### src/hw/slwd_pkg.sv
// Constants, types and register layout of the segment LCD waveform driver.
// Assumes a single 200 MHz system clock and a word-wide AHB-Lite bus.
package slwd_pkg;

    // ------------------------------------------------------------------
    // Register indices; the byte address is four times the index.
    // ------------------------------------------------------------------
    localparam logic [7:0] LCD_CLOCK_SETUP_IDX = 8'h4F;
    localparam logic [7:0] LCD_CONTROL_IDX     = 8'h51;
    localparam logic [7:0] SEG_DATA_FIRST_IDX  = 8'h52;
    localparam logic [7:0] SEG_DATA_LAST_IDX   = 8'h5F;
    localparam logic [7:0] OPTION_REG_TWO_IDX  = 8'h60;
    localparam int         NUM_SEG_REGS        = 14;
    localparam int         NUM_FP              = 27;
    localparam int         NUM_BP_FIXED        = 3;
    localparam int         FIRST_SHARED_FP     = 19;
    localparam int         HIGH_SHARED_FP      = 23;
    localparam int         NUM_PORT_PINS       = 8;

    // ------------------------------------------------------------------
    // Field positions.
    // ------------------------------------------------------------------
    localparam int CTL_ENABLE_BIT  = 7;
    localparam int CTL_FAST_BIT    = 6;
    localparam int CTL_LOWI_BIT    = 5;
    localparam int CTL_CONTRAST_LO = 0;
    localparam int CLK_PULSE_LO    = 5;
    localparam int CLK_MUX_LO      = 3;
    localparam int CLK_DIV_LO      = 0;
    localparam int OPT_LOW_BIT     = 0;
    localparam int OPT_HIGH_BIT    = 1;
    localparam logic [7:0] LAST_SEG_MASK = 8'h0F;
    localparam logic [7:0] OPT_RESET     = 8'h03;

    // ------------------------------------------------------------------
    // Encodings.
    // ------------------------------------------------------------------
    localparam logic [1:0] MUX_STATIC  = 2'h0;
    localparam logic [1:0] MUX_THIRD   = 2'h1;
    localparam logic [1:0] MUX_QUARTER = 2'h2;
    localparam logic [1:0] PULSE_NONE  = 2'h3;
    localparam logic [2:0] DIV_RESERVED = 3'h7;
    localparam int         PULSE_SHIFT_BASE = 5;
    localparam logic [1:0] HTRANS_NONSEQ_BIT = 2'h2;

    // Panel drive levels of the 1/3 bias ladder; supply level is zero.
    typedef enum logic [1:0] {
        LVL_VLCD = 2'h0,
        LVL_V1   = 2'h1,
        LVL_V2   = 2'h2,
        LVL_V3   = 2'h3
    } slwd_lvl_t;

    typedef enum logic [1:0] {
        LAD_OFF   = 2'h0,
        LAD_HIGHI = 2'h1,
        LAD_LOWI  = 2'h2
    } slwd_ladder_t;

    typedef struct packed {
        logic       enable;
        logic       fast;
        logic       lowi;
        logic [3:0] contrast;
        logic [1:0] pulse;
        logic [1:0] mux;
        logic [2:0] div;
    } slwd_cfg_t;

    typedef struct packed {
        logic [NUM_BP_FIXED-1:0][1:0] bp;
        logic [1:0]                   shared;
        logic [NUM_FP-1:1][1:0]       fp;
    } slwd_pins_t;

    // Base clock divide ratio in reference clock cycles.
    function automatic logic [16:0] div_ratio(input logic [2:0] code);
        unique case (code)
            3'h0:    div_ratio = 17'h00080;
            3'h1:    div_ratio = 17'h00100;
            3'h2:    div_ratio = 17'h00200;
            3'h3:    div_ratio = 17'h00400;
            3'h4:    div_ratio = 17'h04000;
            3'h5:    div_ratio = 17'h08000;
            3'h6:    div_ratio = 17'h10000;
            default: div_ratio = 17'h00000;
        endcase
    endfunction

endpackage

### src/hw/slwd_base_timer.sv
// Base clock timer: half-period ticks and the fast-charge window.
// Assumes ref_tick is a one-cycle pulse per rising crystal reference edge.
module slwd_base_timer
    import slwd_pkg::*;
(
    input  wire logic       clk,        // System clock.
    input  wire logic       rst,        // Synchronous reset.
    input  wire logic       run,        // Driver enabled.
    input  wire logic       ref_tick,   // Reference clock edge.
    input  wire logic [2:0] div_code,   // Base clock divider code.
    input  wire logic [1:0] pulse_code, // Charge pulse width code.
    output logic            half_tick,  // Half base period boundary.
    output logic            charge_on   // Fast-charge window active.
);

    logic [15:0] cnt_q;
    logic [16:0] ratio;
    logic [15:0] half_len;
    logic [15:0] win_len;

    assign ratio    = div_ratio(div_code);
    assign half_len = ratio[16:1];
    assign win_len  = 16'(ratio >> (PULSE_SHIFT_BASE + int'(pulse_code)));

    // ------------------------------------------------------------------
    // Half period counter in reference cycles.
    // ------------------------------------------------------------------
    always_ff @(posedge clk) begin
        if (rst || !run || div_code == DIV_RESERVED) begin
            cnt_q     <= '0;
            half_tick <= 1'b0;
        end else if (ref_tick) begin
            if (cnt_q >= half_len - 16'h0001) begin
                cnt_q     <= '0;
                half_tick <= 1'b1;
            end else begin
                cnt_q     <= cnt_q + 16'h0001;
                half_tick <= 1'b0;
            end
        end else begin
            half_tick <= 1'b0;
        end
    end

    // ------------------------------------------------------------------
    // Charge window opens at each switching edge.
    // ------------------------------------------------------------------
    always_ff @(posedge clk) begin
        if (rst || !run || pulse_code == PULSE_NONE) begin
            charge_on <= 1'b0;
        end else begin
            charge_on <= (cnt_q < win_len); // see R10
        end
    end

    AST_WINDOW_AT_EDGE: assert property (@(posedge clk) disable iff (rst)
        (half_tick && run && pulse_code != PULSE_NONE
         && div_code != DIV_RESERVED) |=> charge_on)
        else $error("Charge window did not open at switching edge.");

endmodule

### src/hw/slwd_driver.sv
// Segment LCD waveform driver: AHB-Lite registers, sequencer, pin levels.
// Assumes CRYSTAL_REF_CLK is an asynchronous pin well below SYS_CLK / 2.
// Each panel pin is reported as a 2-bit ladder level code.
// Summary of operation
// Thirty panel pins; eight frontplanes double as port C pins.
// Shared pin is fourth backplane only at 1/4 multiplex, else frontplane.
// At 1/3 multiplex a frame is three base periods; fourth BP unused.
// Static frame is one base period; only first backplane driven.
// Frontplanes 19 to 26 go to LCD or port by two config bits.
// Frontplane waveform follows multiplex ratio and stored segment bits.
// Enable bit is read/write, reset clear, gates all waveform drive.
// Low-current and fast-charge bits pick 37k, 146k or fast charge.
// Four-bit contrast; 0000 maximum, 1111 minimum contrast.
// Charge pulse width code picks /32, /64, /128 per half period.
// Multiplex field: 00 static, 01 third, 10 quarter; reset clear.
// Divider code 000..110 divides reference by 128 up to 65536.
// Divider input is the crystal reference clock.
// Sixteen registers: control, clock and fourteen segment data.
// Segment bit one turns segment on; each data register holds two FPs; here the last holds FP26 only.
// Disabled: every pin at supply level, ladder disconnected.
// Fast charge applies high current briefly at every switching edge.
// One backplane phase per base period; FP uses active backplane bit.
//
// Decided for this implementation: the AHB-Lite register port.
module slwd_driver
    import slwd_pkg::*;
(
    input  wire logic        SYS_CLK,         // System clock, 200 MHz.
    input  wire logic        RESET,           // Synchronous reset.
    input  wire logic        HSEL,            // Slave select.
    input  wire logic [31:0] HADDR,           // Byte address.
    input  wire logic [1:0]  HTRANS,          // Transfer type.
    input  wire logic        HWRITE,          // Write when high.
    input  wire logic [2:0]  HSIZE,           // Transfer size.
    input  wire logic [31:0] HWDATA,          // Write data.
    input  wire logic        HREADY,          // Bus ready in.
    output logic             HREADYOUT,       // Slave ready.
    output logic             HRESP,           // Response, always OKAY.
    output logic [31:0]      HRDATA,          // Read data.
    input  wire logic        CRYSTAL_REF_CLK, // Crystal reference pin.
    output slwd_pins_t       PANEL,           // Levels of the 30 pins.
    output logic             SHARED_IS_BP,    // Shared pin is backplane.
    output logic [7:0]       PORT_IO,         // FP19..FP26 given to port.
    output slwd_ladder_t     LADDER,          // Ladder resistor setting.
    output logic [3:0]       CONTRAST         // Bias step, 0 is maximum.
);

    // ------------------------------------------------------------------
    // Register state.
    // ------------------------------------------------------------------
    slwd_cfg_t  cfg_q;
    logic [7:0] seg_q [NUM_SEG_REGS];
    logic [7:0] opt_q;
    logic       wr_pend_q;
    logic       rd_pend_q;
    logic [7:0] idx_q;
    logic       xs1_q;
    logic       xs2_q;
    logic       xs3_q;
    logic       ref_tick;
    logic       half_tick;
    logic       charge_on;
    logic       half_q;
    logic [1:0] phase_q;
    slwd_pins_t pins_d;
    logic       take;
    logic [7:0] addr_idx;

    // Decodes a register index; any other index reads zero.
    function automatic logic is_mapped(input logic [7:0] idx);
        is_mapped = (idx == LCD_CLOCK_SETUP_IDX) || (idx == LCD_CONTROL_IDX)
                 || (idx == OPTION_REG_TWO_IDX)
                 || (idx >= SEG_DATA_FIRST_IDX && idx <= SEG_DATA_LAST_IDX);
    endfunction

    function automatic logic is_seg(input logic [7:0] idx);
        is_seg = (idx >= SEG_DATA_FIRST_IDX) && (idx <= SEG_DATA_LAST_IDX);
    endfunction

    // Index of the last backplane phase in one frame.
    function automatic logic [1:0] last_phase(input logic [1:0] mux);
        unique case (mux)
            MUX_THIRD:   last_phase = 2'h2;
            MUX_QUARTER: last_phase = 2'h3;
            default:     last_phase = 2'h0;
        endcase
    endfunction

    function automatic slwd_lvl_t bp_lvl(input logic act, input logic h);
        if (act) begin
            bp_lvl = h ? LVL_V3 : LVL_VLCD;
        end else begin
            bp_lvl = h ? LVL_V1 : LVL_V2;
        end
    endfunction

    function automatic slwd_lvl_t fp_lvl(input logic on, input logic h,
                                         input logic stat);
        if (on) begin
            fp_lvl = h ? LVL_VLCD : LVL_V3;
        end else if (stat) begin
            fp_lvl = h ? LVL_V3 : LVL_VLCD;
        end else begin
            fp_lvl = h ? LVL_V2 : LVL_V1;
        end
    endfunction

    // ------------------------------------------------------------------
    // AHB-Lite slave. Writes complete with no wait; reads take one wait
    // state so a read right behind a write sees the new value.
    // ------------------------------------------------------------------
    assign addr_idx = HADDR[9:2];
    assign take     = HSEL && HREADY && HTRANS[1] && (HADDR[31:10] == '0);

    always_ff @(posedge SYS_CLK) begin
        if (RESET) begin
            wr_pend_q <= 1'b0;
            rd_pend_q <= 1'b0;
            idx_q     <= '0;
        end else begin
            if (HREADY) begin
                wr_pend_q <= take && HWRITE;
                rd_pend_q <= take && !HWRITE;
                idx_q     <= addr_idx;
            end else begin
                rd_pend_q <= 1'b0;
            end
        end
    end

    always_ff @(posedge SYS_CLK) begin
        if (RESET) begin
            HREADYOUT <= 1'b1;
            HRESP     <= 1'b0;
            HRDATA    <= '0;
        end else begin
            HRESP <= 1'b0;
            if (HREADY && take && !HWRITE) begin
                HREADYOUT <= 1'b0;
            end else begin
                HREADYOUT <= 1'b1;
            end
            if (rd_pend_q) begin
                HRDATA <= '0;
                if (idx_q == LCD_CONTROL_IDX) begin
                    HRDATA[CTL_ENABLE_BIT] <= cfg_q.enable;
                    HRDATA[CTL_FAST_BIT]   <= cfg_q.fast;
                    HRDATA[CTL_LOWI_BIT]   <= cfg_q.lowi;
                    HRDATA[CTL_CONTRAST_LO +: 4] <= cfg_q.contrast;
                end else if (idx_q == LCD_CLOCK_SETUP_IDX) begin
                    HRDATA[CLK_PULSE_LO +: 2] <= cfg_q.pulse;
                    HRDATA[CLK_MUX_LO +: 2]   <= cfg_q.mux;
                    HRDATA[CLK_DIV_LO +: 3]   <= cfg_q.div;
                end else if (idx_q == OPTION_REG_TWO_IDX) begin
                    HRDATA[7:0] <= opt_q;
                end else if (is_mapped(idx_q) && is_seg(idx_q)) begin
                    HRDATA[7:0] <= seg_q[4'(idx_q - SEG_DATA_FIRST_IDX)];
                end
            end
        end
    end

    // ------------------------------------------------------------------
    // Control, clock and option registers.
    // ------------------------------------------------------------------
    always_ff @(posedge SYS_CLK) begin
        if (RESET) begin
            cfg_q <= '0; // see R7 see R8 see R10 see R11
            opt_q <= OPT_RESET;
        end else if (wr_pend_q) begin
            if (idx_q == LCD_CONTROL_IDX) begin
                cfg_q.enable   <= HWDATA[CTL_ENABLE_BIT];
                cfg_q.fast     <= HWDATA[CTL_FAST_BIT];
                cfg_q.lowi     <= HWDATA[CTL_LOWI_BIT];
                cfg_q.contrast <= HWDATA[CTL_CONTRAST_LO +: 4];
            end else if (idx_q == LCD_CLOCK_SETUP_IDX) begin
                cfg_q.pulse <= HWDATA[CLK_PULSE_LO +: 2];
                cfg_q.mux   <= HWDATA[CLK_MUX_LO +: 2];
                cfg_q.div   <= HWDATA[CLK_DIV_LO +: 3];
            end else if (idx_q == OPTION_REG_TWO_IDX) begin
                opt_q <= HWDATA[7:0] & OPT_RESET;
            end
        end
    end

    // Fourteen segment data registers, two frontplanes each except the last, which holds one.
    always_ff @(posedge SYS_CLK) begin
        if (RESET) begin
            for (int i = 0; i < NUM_SEG_REGS; i++) begin
                seg_q[i] <= '0;
            end
        end else if (wr_pend_q && is_seg(idx_q)) begin
            if (idx_q == SEG_DATA_LAST_IDX) begin
                seg_q[NUM_SEG_REGS-1] <= HWDATA[7:0] & LAST_SEG_MASK;
            end else begin
                seg_q[4'(idx_q - SEG_DATA_FIRST_IDX)] <= HWDATA[7:0];
            end
        end
    end

    // ------------------------------------------------------------------
    // Crystal reference: two-stage synchroniser, then edge detect.
    // ------------------------------------------------------------------
    always_ff @(posedge SYS_CLK) begin
        if (RESET) begin
            xs1_q <= 1'b0;
            xs2_q <= 1'b0;
            xs3_q <= 1'b0;
        end else begin
            xs1_q <= CRYSTAL_REF_CLK;
            xs2_q <= xs1_q;
            xs3_q <= xs2_q;
        end
    end

    assign ref_tick = xs2_q && !xs3_q;

    slwd_base_timer u_timer (
        .clk        (SYS_CLK),
        .rst        (RESET),
        .run        (cfg_q.enable),
        .ref_tick   (ref_tick),
        .div_code   (cfg_q.div),
        .pulse_code (cfg_q.pulse),
        .half_tick  (half_tick),
        .charge_on  (charge_on)
    );

    // ------------------------------------------------------------------
    // Sequencer: two halves per base period, one phase per base period.
    // ------------------------------------------------------------------
    always_ff @(posedge SYS_CLK) begin
        if (RESET || !cfg_q.enable) begin
            half_q  <= 1'b0;
            phase_q <= '0;
        end else if (phase_q > last_phase(cfg_q.mux)) begin
            half_q  <= 1'b0;
            phase_q <= '0;
        end else if (half_tick) begin
            half_q <= !half_q;
            if (half_q) begin
                phase_q <= (phase_q == last_phase(cfg_q.mux)) ? 2'h0
                                                              : phase_q + 2'h1;
            end
        end
    end

    // ------------------------------------------------------------------
    // Pin levels.
    // ------------------------------------------------------------------
    always_comb begin
        logic stat;
        stat   = (last_phase(cfg_q.mux) == 2'h0);
        pins_d = '0;
        if (cfg_q.enable) begin
            for (int b = 0; b < NUM_BP_FIXED; b++) begin
                if (2'(b) <= last_phase(cfg_q.mux)) begin // see R3
                    pins_d.bp[b] = bp_lvl(2'(b) == phase_q, half_q);
                end
            end
            if (cfg_q.mux == MUX_QUARTER) begin
                pins_d.shared = bp_lvl(phase_q == 2'h3, half_q);
            end else begin
                pins_d.shared = fp_lvl(seg_q[0][phase_q], half_q, stat);
            end
            for (int f = 1; f < NUM_FP; f++) begin // see R6
                if (!(f >= FIRST_SHARED_FP && !opt_q[(f >= HIGH_SHARED_FP)
                                            ? OPT_HIGH_BIT : OPT_LOW_BIT]))
                begin
                    pins_d.fp[f] = fp_lvl(
                        seg_q[f / 2][3'((f % 2) * 4) + 3'(phase_q)],
                        half_q, stat);
                end
            end
        end
    end

    always_ff @(posedge SYS_CLK) begin
        if (RESET) begin
            PANEL        <= '0;
            SHARED_IS_BP <= 1'b0;
            PORT_IO      <= '0;
            LADDER       <= LAD_OFF;
            CONTRAST     <= '0;
        end else begin
            PANEL        <= pins_d;
            SHARED_IS_BP <= (cfg_q.mux == MUX_QUARTER);
            PORT_IO      <= {{4{!opt_q[OPT_HIGH_BIT]}},
                             {4{!opt_q[OPT_LOW_BIT]}}};
            CONTRAST     <= cfg_q.contrast;
            if (!cfg_q.enable) begin
                LADDER <= LAD_OFF;
            end else if (!cfg_q.lowi) begin
                LADDER <= LAD_HIGHI;
            end else if (cfg_q.fast && charge_on) begin
                LADDER <= LAD_HIGHI;
            end else begin
                LADDER <= LAD_LOWI;
            end
        end
    end

    // ------------------------------------------------------------------
    // Assertions.
    // ------------------------------------------------------------------
    AST_BLANK_DISABLED: assert property (@(posedge SYS_CLK)
        disable iff (RESET) !cfg_q.enable |=> (PANEL == '0 && LADDER == LAD_OFF))
        else $error("Disabled driver did not blank the panel.");

    AST_LADDER_HIGH: assert property (@(posedge SYS_CLK)
        disable iff (RESET) (cfg_q.enable && !cfg_q.lowi) |=> LADDER == LAD_HIGHI)
        else $error("Low-current clear did not select high current.");

    AST_LADDER_LOW: assert property (@(posedge SYS_CLK)
        disable iff (RESET)
        (cfg_q.enable && cfg_q.lowi && !cfg_q.fast) |=> LADDER == LAD_LOWI)
        else $error("Low-current without fast charge not low.");

    AST_SHARED_ROLE: assert property (@(posedge SYS_CLK)
        disable iff (RESET)
        1'b1 |=> SHARED_IS_BP == ($past(cfg_q.mux) == MUX_QUARTER))
        else $error("Shared pin role does not follow multiplex ratio.");

    AST_STATIC_PHASE: assert property (@(posedge SYS_CLK)
        disable iff (RESET)
        (cfg_q.mux == MUX_STATIC) ##1 (cfg_q.mux == MUX_STATIC) |->
        phase_q == 2'h0 && PANEL.bp[1] == LVL_VLCD)
        else $error("Static mode left phase zero or drove BP1.");

    AST_THIRD_RANGE: assert property (@(posedge SYS_CLK)
        disable iff (RESET)
        (cfg_q.mux == MUX_THIRD) [*2] |-> phase_q < 2'h3)
        else $error("Third multiplex reached a fourth phase.");

    AST_RESET_CLEARS: assert property (@(posedge SYS_CLK)
        RESET |=> (cfg_q == '0 && LADDER == LAD_OFF))
        else $error("Reset did not clear the settings.");

    AST_PORT_LOW: assert property (@(posedge SYS_CLK)
        disable iff (RESET)
        !opt_q[OPT_LOW_BIT] |=> (PORT_IO[3:0] == 4'hF
                                 && PANEL.fp[FIRST_SHARED_FP] == LVL_VLCD))
        else $error("Port share bit did not release FP19.");

    AST_READ_WAIT: assert property (@(posedge SYS_CLK)
        disable iff (RESET)
        (take && !HWRITE) |=> !HREADYOUT ##1 HREADYOUT)
        else $error("Read did not take exactly one wait state.");

    AST_FAST_CHARGE: assert property (@(posedge SYS_CLK)
        disable iff (RESET) (cfg_q.enable && cfg_q.lowi && cfg_q.fast)
        |=> LADDER == ($past(charge_on) ? LAD_HIGHI : LAD_LOWI))
        else $error("Fast charge did not follow the charge window.");

endmodule

### config.mk
export PLATFORM = sky130hd
export DESIGN_NAME = slwd_driver
export DESIGN_NICKNAME = d
export VERILOG_FILES = /design/src/hw/slwd_pkg.sv /design/src/hw/slwd_base_timer.sv /design/src/hw/slwd_driver.sv
export SDC_FILE = /design/constraint.sdc
export NUM_CORES = 1
export LEC_CHECK = 0
export BUFFER_PORTS_ARGS = -buffer_cell sky130_fd_sc_hd__buf_2
export CAP_MARGIN = 10
export CORE_ASPECT_RATIO = 0.9
export CORE_MARGIN = 4
export CORE_UTILIZATION = 30
export CTS_CLUSTER_DIAMETER = 30
export DETAILED_ROUTE_END_ITERATION = 8
export SETUP_SLACK_MARGIN = 0.5
export SKIP_LAST_GASP = 1
export SLEW_MARGIN = 20
export SYNTH_ARGS = -nofsm -noshare
export SYNTH_HDL_FRONTEND = slang
export SYNTH_SLANG_ARGS = --single-unit
### constraint.sdc
create_clock -name SYS_CLK -period 4.6 [get_ports SYS_CLK]
set_input_delay 0.69 -clock SYS_CLK [delete_from_list [all_inputs] [get_ports SYS_CLK]]
set_output_delay 0.69 -clock SYS_CLK [all_outputs]
set_load 0.02 [all_outputs]
==> flow_summary_export.csv <==
group,metric,value,unit
cts,clock-sinks,255,
synthesis,synth_top_cell_by_area,"edfxtp_1",
die,die_area,45300,µm²
cts,holdBufCountCts,0,
final_layout,fill_cells,3963,
synthesis,synth_top_family_by_area,"simple AND/OR/NAND/NOR gates",
worst_hold_path,hold_end,"xs1_q",
synthesis,synth_compound_area_frac,0.0405,
synthesis,yosysSeqAreaShare,0.508,
worst_setup_path,worst_setup_path_end_kind,"flop",
final_layout,nets,1310,
synthesis,syn_area_per_cell,11.6,µm²
sta,hold_violations,0,
die,num_rows,70,
worst_hold_path,hold_path.class,"in -> reg",
final_layout,area_growth,20.9,%
run,maxCapViolCount,0,
placed_design,gp_congestion,0.855,
sta,fmax,0.295,GHz
synthesis,synth_top_cells_by_count,"edfxtp_1 (128), dfxtp_1 (127), and2_1 (113), nor2_1 (113), nand2_1 (64)",
sta,setup_viol,0,
synthesis,yosysMostFrequentCell,"edfxtp_1",
worst_setup_path,path_max_fanout,18,
cts,cts_inserted_buffers,52,
placed_design,portBuffers,128,
worst_setup_path,cp.required,5.00,ns
route,totalWireLength,31.8,mm
sta,drv_slew,0,
pwr,vdd_drop_max,263,µV
sta,tns,0,ns
final_layout,drive_above_1_share,0.255,
synthesis,synthTopCellsByArea,"edfxtp_1 (31%), dfxtp_1 (20%), mux4_2 (10%)",
worst_setup_path,crit_arrival,3.80,ns
worst_setup_path,worstReg2RegStart,"cfg_q[2]",
synthesis,synth_cell_types,68,
route,routedWlPerCell,17.8,µm
route,drt_iter0_drc,773,
status,status,"completed",
die,fp.coreArea,41000,µm²
synthesis,yosys-mux-area-fraction,0.124,
die,io-pin-count,184,
grt,grt_max_degree,62,
worst_setup_path,r2r_cells,13,
worst_hold_path,hp-start,"CRYSTAL_REF_CLK",
placed_design,hpwl,22.4,mm
sta,holdWs,0.356,ns
synthesis,async_flop_share,0,
grt,grt-ovfl-total,0,
synthesis,synth_top_cell_area_share,0.306,
grt,grt.total_usage,0.137,
worst_hold_path,hold-path-cell-count,2,
route,ant_nets,0,
cts,clk_root_buffer_cell,"clkbuf_16",
die,start_util,0.307,
sta,slew_headroom,0.375,
worst_setup_path,r2r_end,"u_timer.cnt_q[12]",
route,vias_per_cell,4.76,
route,drtPass1Iterations,5,
cts,post-cts-setup-buffer-count,0,
synthesis,synth_area,12600,µm²
grt,grt_pass1_vias,8403,
cts,clk_pin_slew,0.05,ns
sta,rsz0062_at_grt,"no",
route,drc_errors,0,
sta,period_needed,3.39,ns
synthesis,yosysWarnings,0,
synthesis,synthSimpleGateAreaFrac,0.193,
worst_setup_path,start_kind,"flop",
die,die_h,202,µm
sta,period_share,0.738,
pwr,p_per_area,413,nW/µm²
synthesis,synth_adder_area_share,0.0328,
final_layout,final_cells,1786,
route,vias,8503,
synthesis,ys_ff_latch,255,
grt,grt_pass1_wl,49.1,mm
synthesis,synth_cells,1083,
grt,antenna_found_initial,3,
synthesis,synth_edf_count,128,
sta,tightest_slew,0.937,ns
worst_setup_path,r2r_slack,1.21,ns
final_layout,multi_input_area,5710,µm²
worst_setup_path,critPathKind,"reg -> reg",
cts,insertion_delay,0.54,ns
die,die_width,224,µm
cts,htree_levels,2,
pwr,p_leak,5.83,nW
cts,clockBufferDepth,3,
final_layout,register_area,6390,µm²
placed_design,dp_cells,1688,
synthesis,synthFlopType,"edfxtp_1",
synthesis,synth_xor_xnor_area_share,0.0564,
sta,skew,0.0205,ns
cts,cts_resized,0,
cts,tritoncts,"yes",
==> per-layer routing <==
| metal | vias to the layer above | track usage | share of wire |
|---|---|---|---|
| li1 | 4037 | - | - |
| met1 | 4121 | 0.186 | 0.44 |
| met4 | 4 | 0.0392 | 0.022 |
| met3 | 55 | 0.0337 | 0.071 |
| met5 | - | 0 | 0.00085 |
| met2 | 286 | 0.220 | 0.46 |
==> layout make-up <==
class                   count  area share
diodes                      3    0.000494
clock buffers              59      0.0934
well taps                 540      0.0444
clock inverters            36      0.0180
flip-flops and latches    255       0.420
repair buffers            134      0.0451
multi-input cells         748       0.376
inverters                  11     0.00271
==> stage by stage <==
| stage | power, mW | instance area, µm² | setup slack, ns | utilization |
|---|---|---|---|---|
| 2_1_floorplan | 2.70 | 12700 | 1.97 | - |
| 3_5_place_dp | 2.79 | 13500 | 1.25 | 0.330 |
| 4_1_cts | 6.35 | 15200 | 1.21 | 0.371 |
| 6_report | 6.28 | 15200 | 1.21 | 0.371 |
| 5_1_grt | 6.50 | 15200 | 0.790 | 0.371 |
| 3_3_place_gp | 2.78 | 13500 | 1.28 | 0.330 |
==> critical path, stage by stage (launching register included) <==
cell,delay (ns)
dfxtp_1,0.67
clkinv_1,0.37
nand3_1,0.18
ha_1,0.26
nor3_1,0.06
a21oi_1,0.12
nor2_1,0.05
a31oi_1,0.18
ha_1,0.19
o21ai_0,0.10
a22oi_1,0.32
a21oi_1,0.13
a21oi_2,0.52
nor2_1,0.12
==> how the worst max path moves through the flow <==
stage | startpoint | to | slack [ns] | cells past startpoint
5_1_grt | cfg_q[2] | u_timer.cnt_q[14] | 0.79 | 13
4_1_cts | cfg_q[2] | u_timer.cnt_q[12] | 1.21 | 13
2_1_floorplan | cfg_q[2] | u_timer.cnt_q[10] | 1.97 | 16
6_report | cfg_q[2] | u_timer.cnt_q[12] | 1.21 | 13
3_3_place_gp | cfg_q[2] | u_timer.cnt_q[6] | 1.28 | 13
3_5_place_dp | cfg_q[2] | u_timer.cnt_q[6] | 1.25 | 13
==> report_power, final <==
group          switching [mW]  total, mW  internal (mW)
registers              0.0348       2.46           2.43
clock network            1.24       3.53           2.29
logic                   0.170      0.282          0.112
==> sequential cells by signal, summed over array words and instances (netlist names), 2 cells and up <==
| register | flops |
|---|---|
| seg_q | 128 |
| phase_q | 2 |
| PORT_IO | 2 |
| opt_q | 2 |
| cfg_q | 14 |
| u_timer.cnt_q | 16 |
| PANEL | 59 |
| HRDATA | 8 |
| idx_q | 8 |
| LADDER | 2 |
| CONTRAST | 4 |
==> logic make-up after synthesis <==
logic type	count (synthesis)
buffers and inverters	104
and+or+nand+nor	452
muxes	83
adders and majority gates	33
DFF	255
AOI/OAI and AO/OA	77
other	1
xor gates and xnor gates	78
==> cells in the final DEF, fill, tap and decap left out, types with 6 or more instances in the layout <==
cell type	n
or2_2	11
inv_6	8
nor3_1	9
nor4_1	8
nor2b_1	13
nor2_1	113
clkinv_4	6
and3_1	7
clkbuf_16	55
nand2b_1	35
nand2_1	64
buf_2	128
buf_4	6
mux2i_1	24
edfxtp_1	128
a21oi_1	27
nand3_1	28
xor2_1	16
nand4_1	9
clkinv_2	9
ha_1	33
o21ai_0	10
a211o_1	7
mux4_2	58
a22oi_1	7
inv_1	10
xnor2_1	60
dfxtp_1	124
conb_1	25
o221ai_1	7
and2_1	113
nor2_2	8
(Power assumes the default switching activity.)
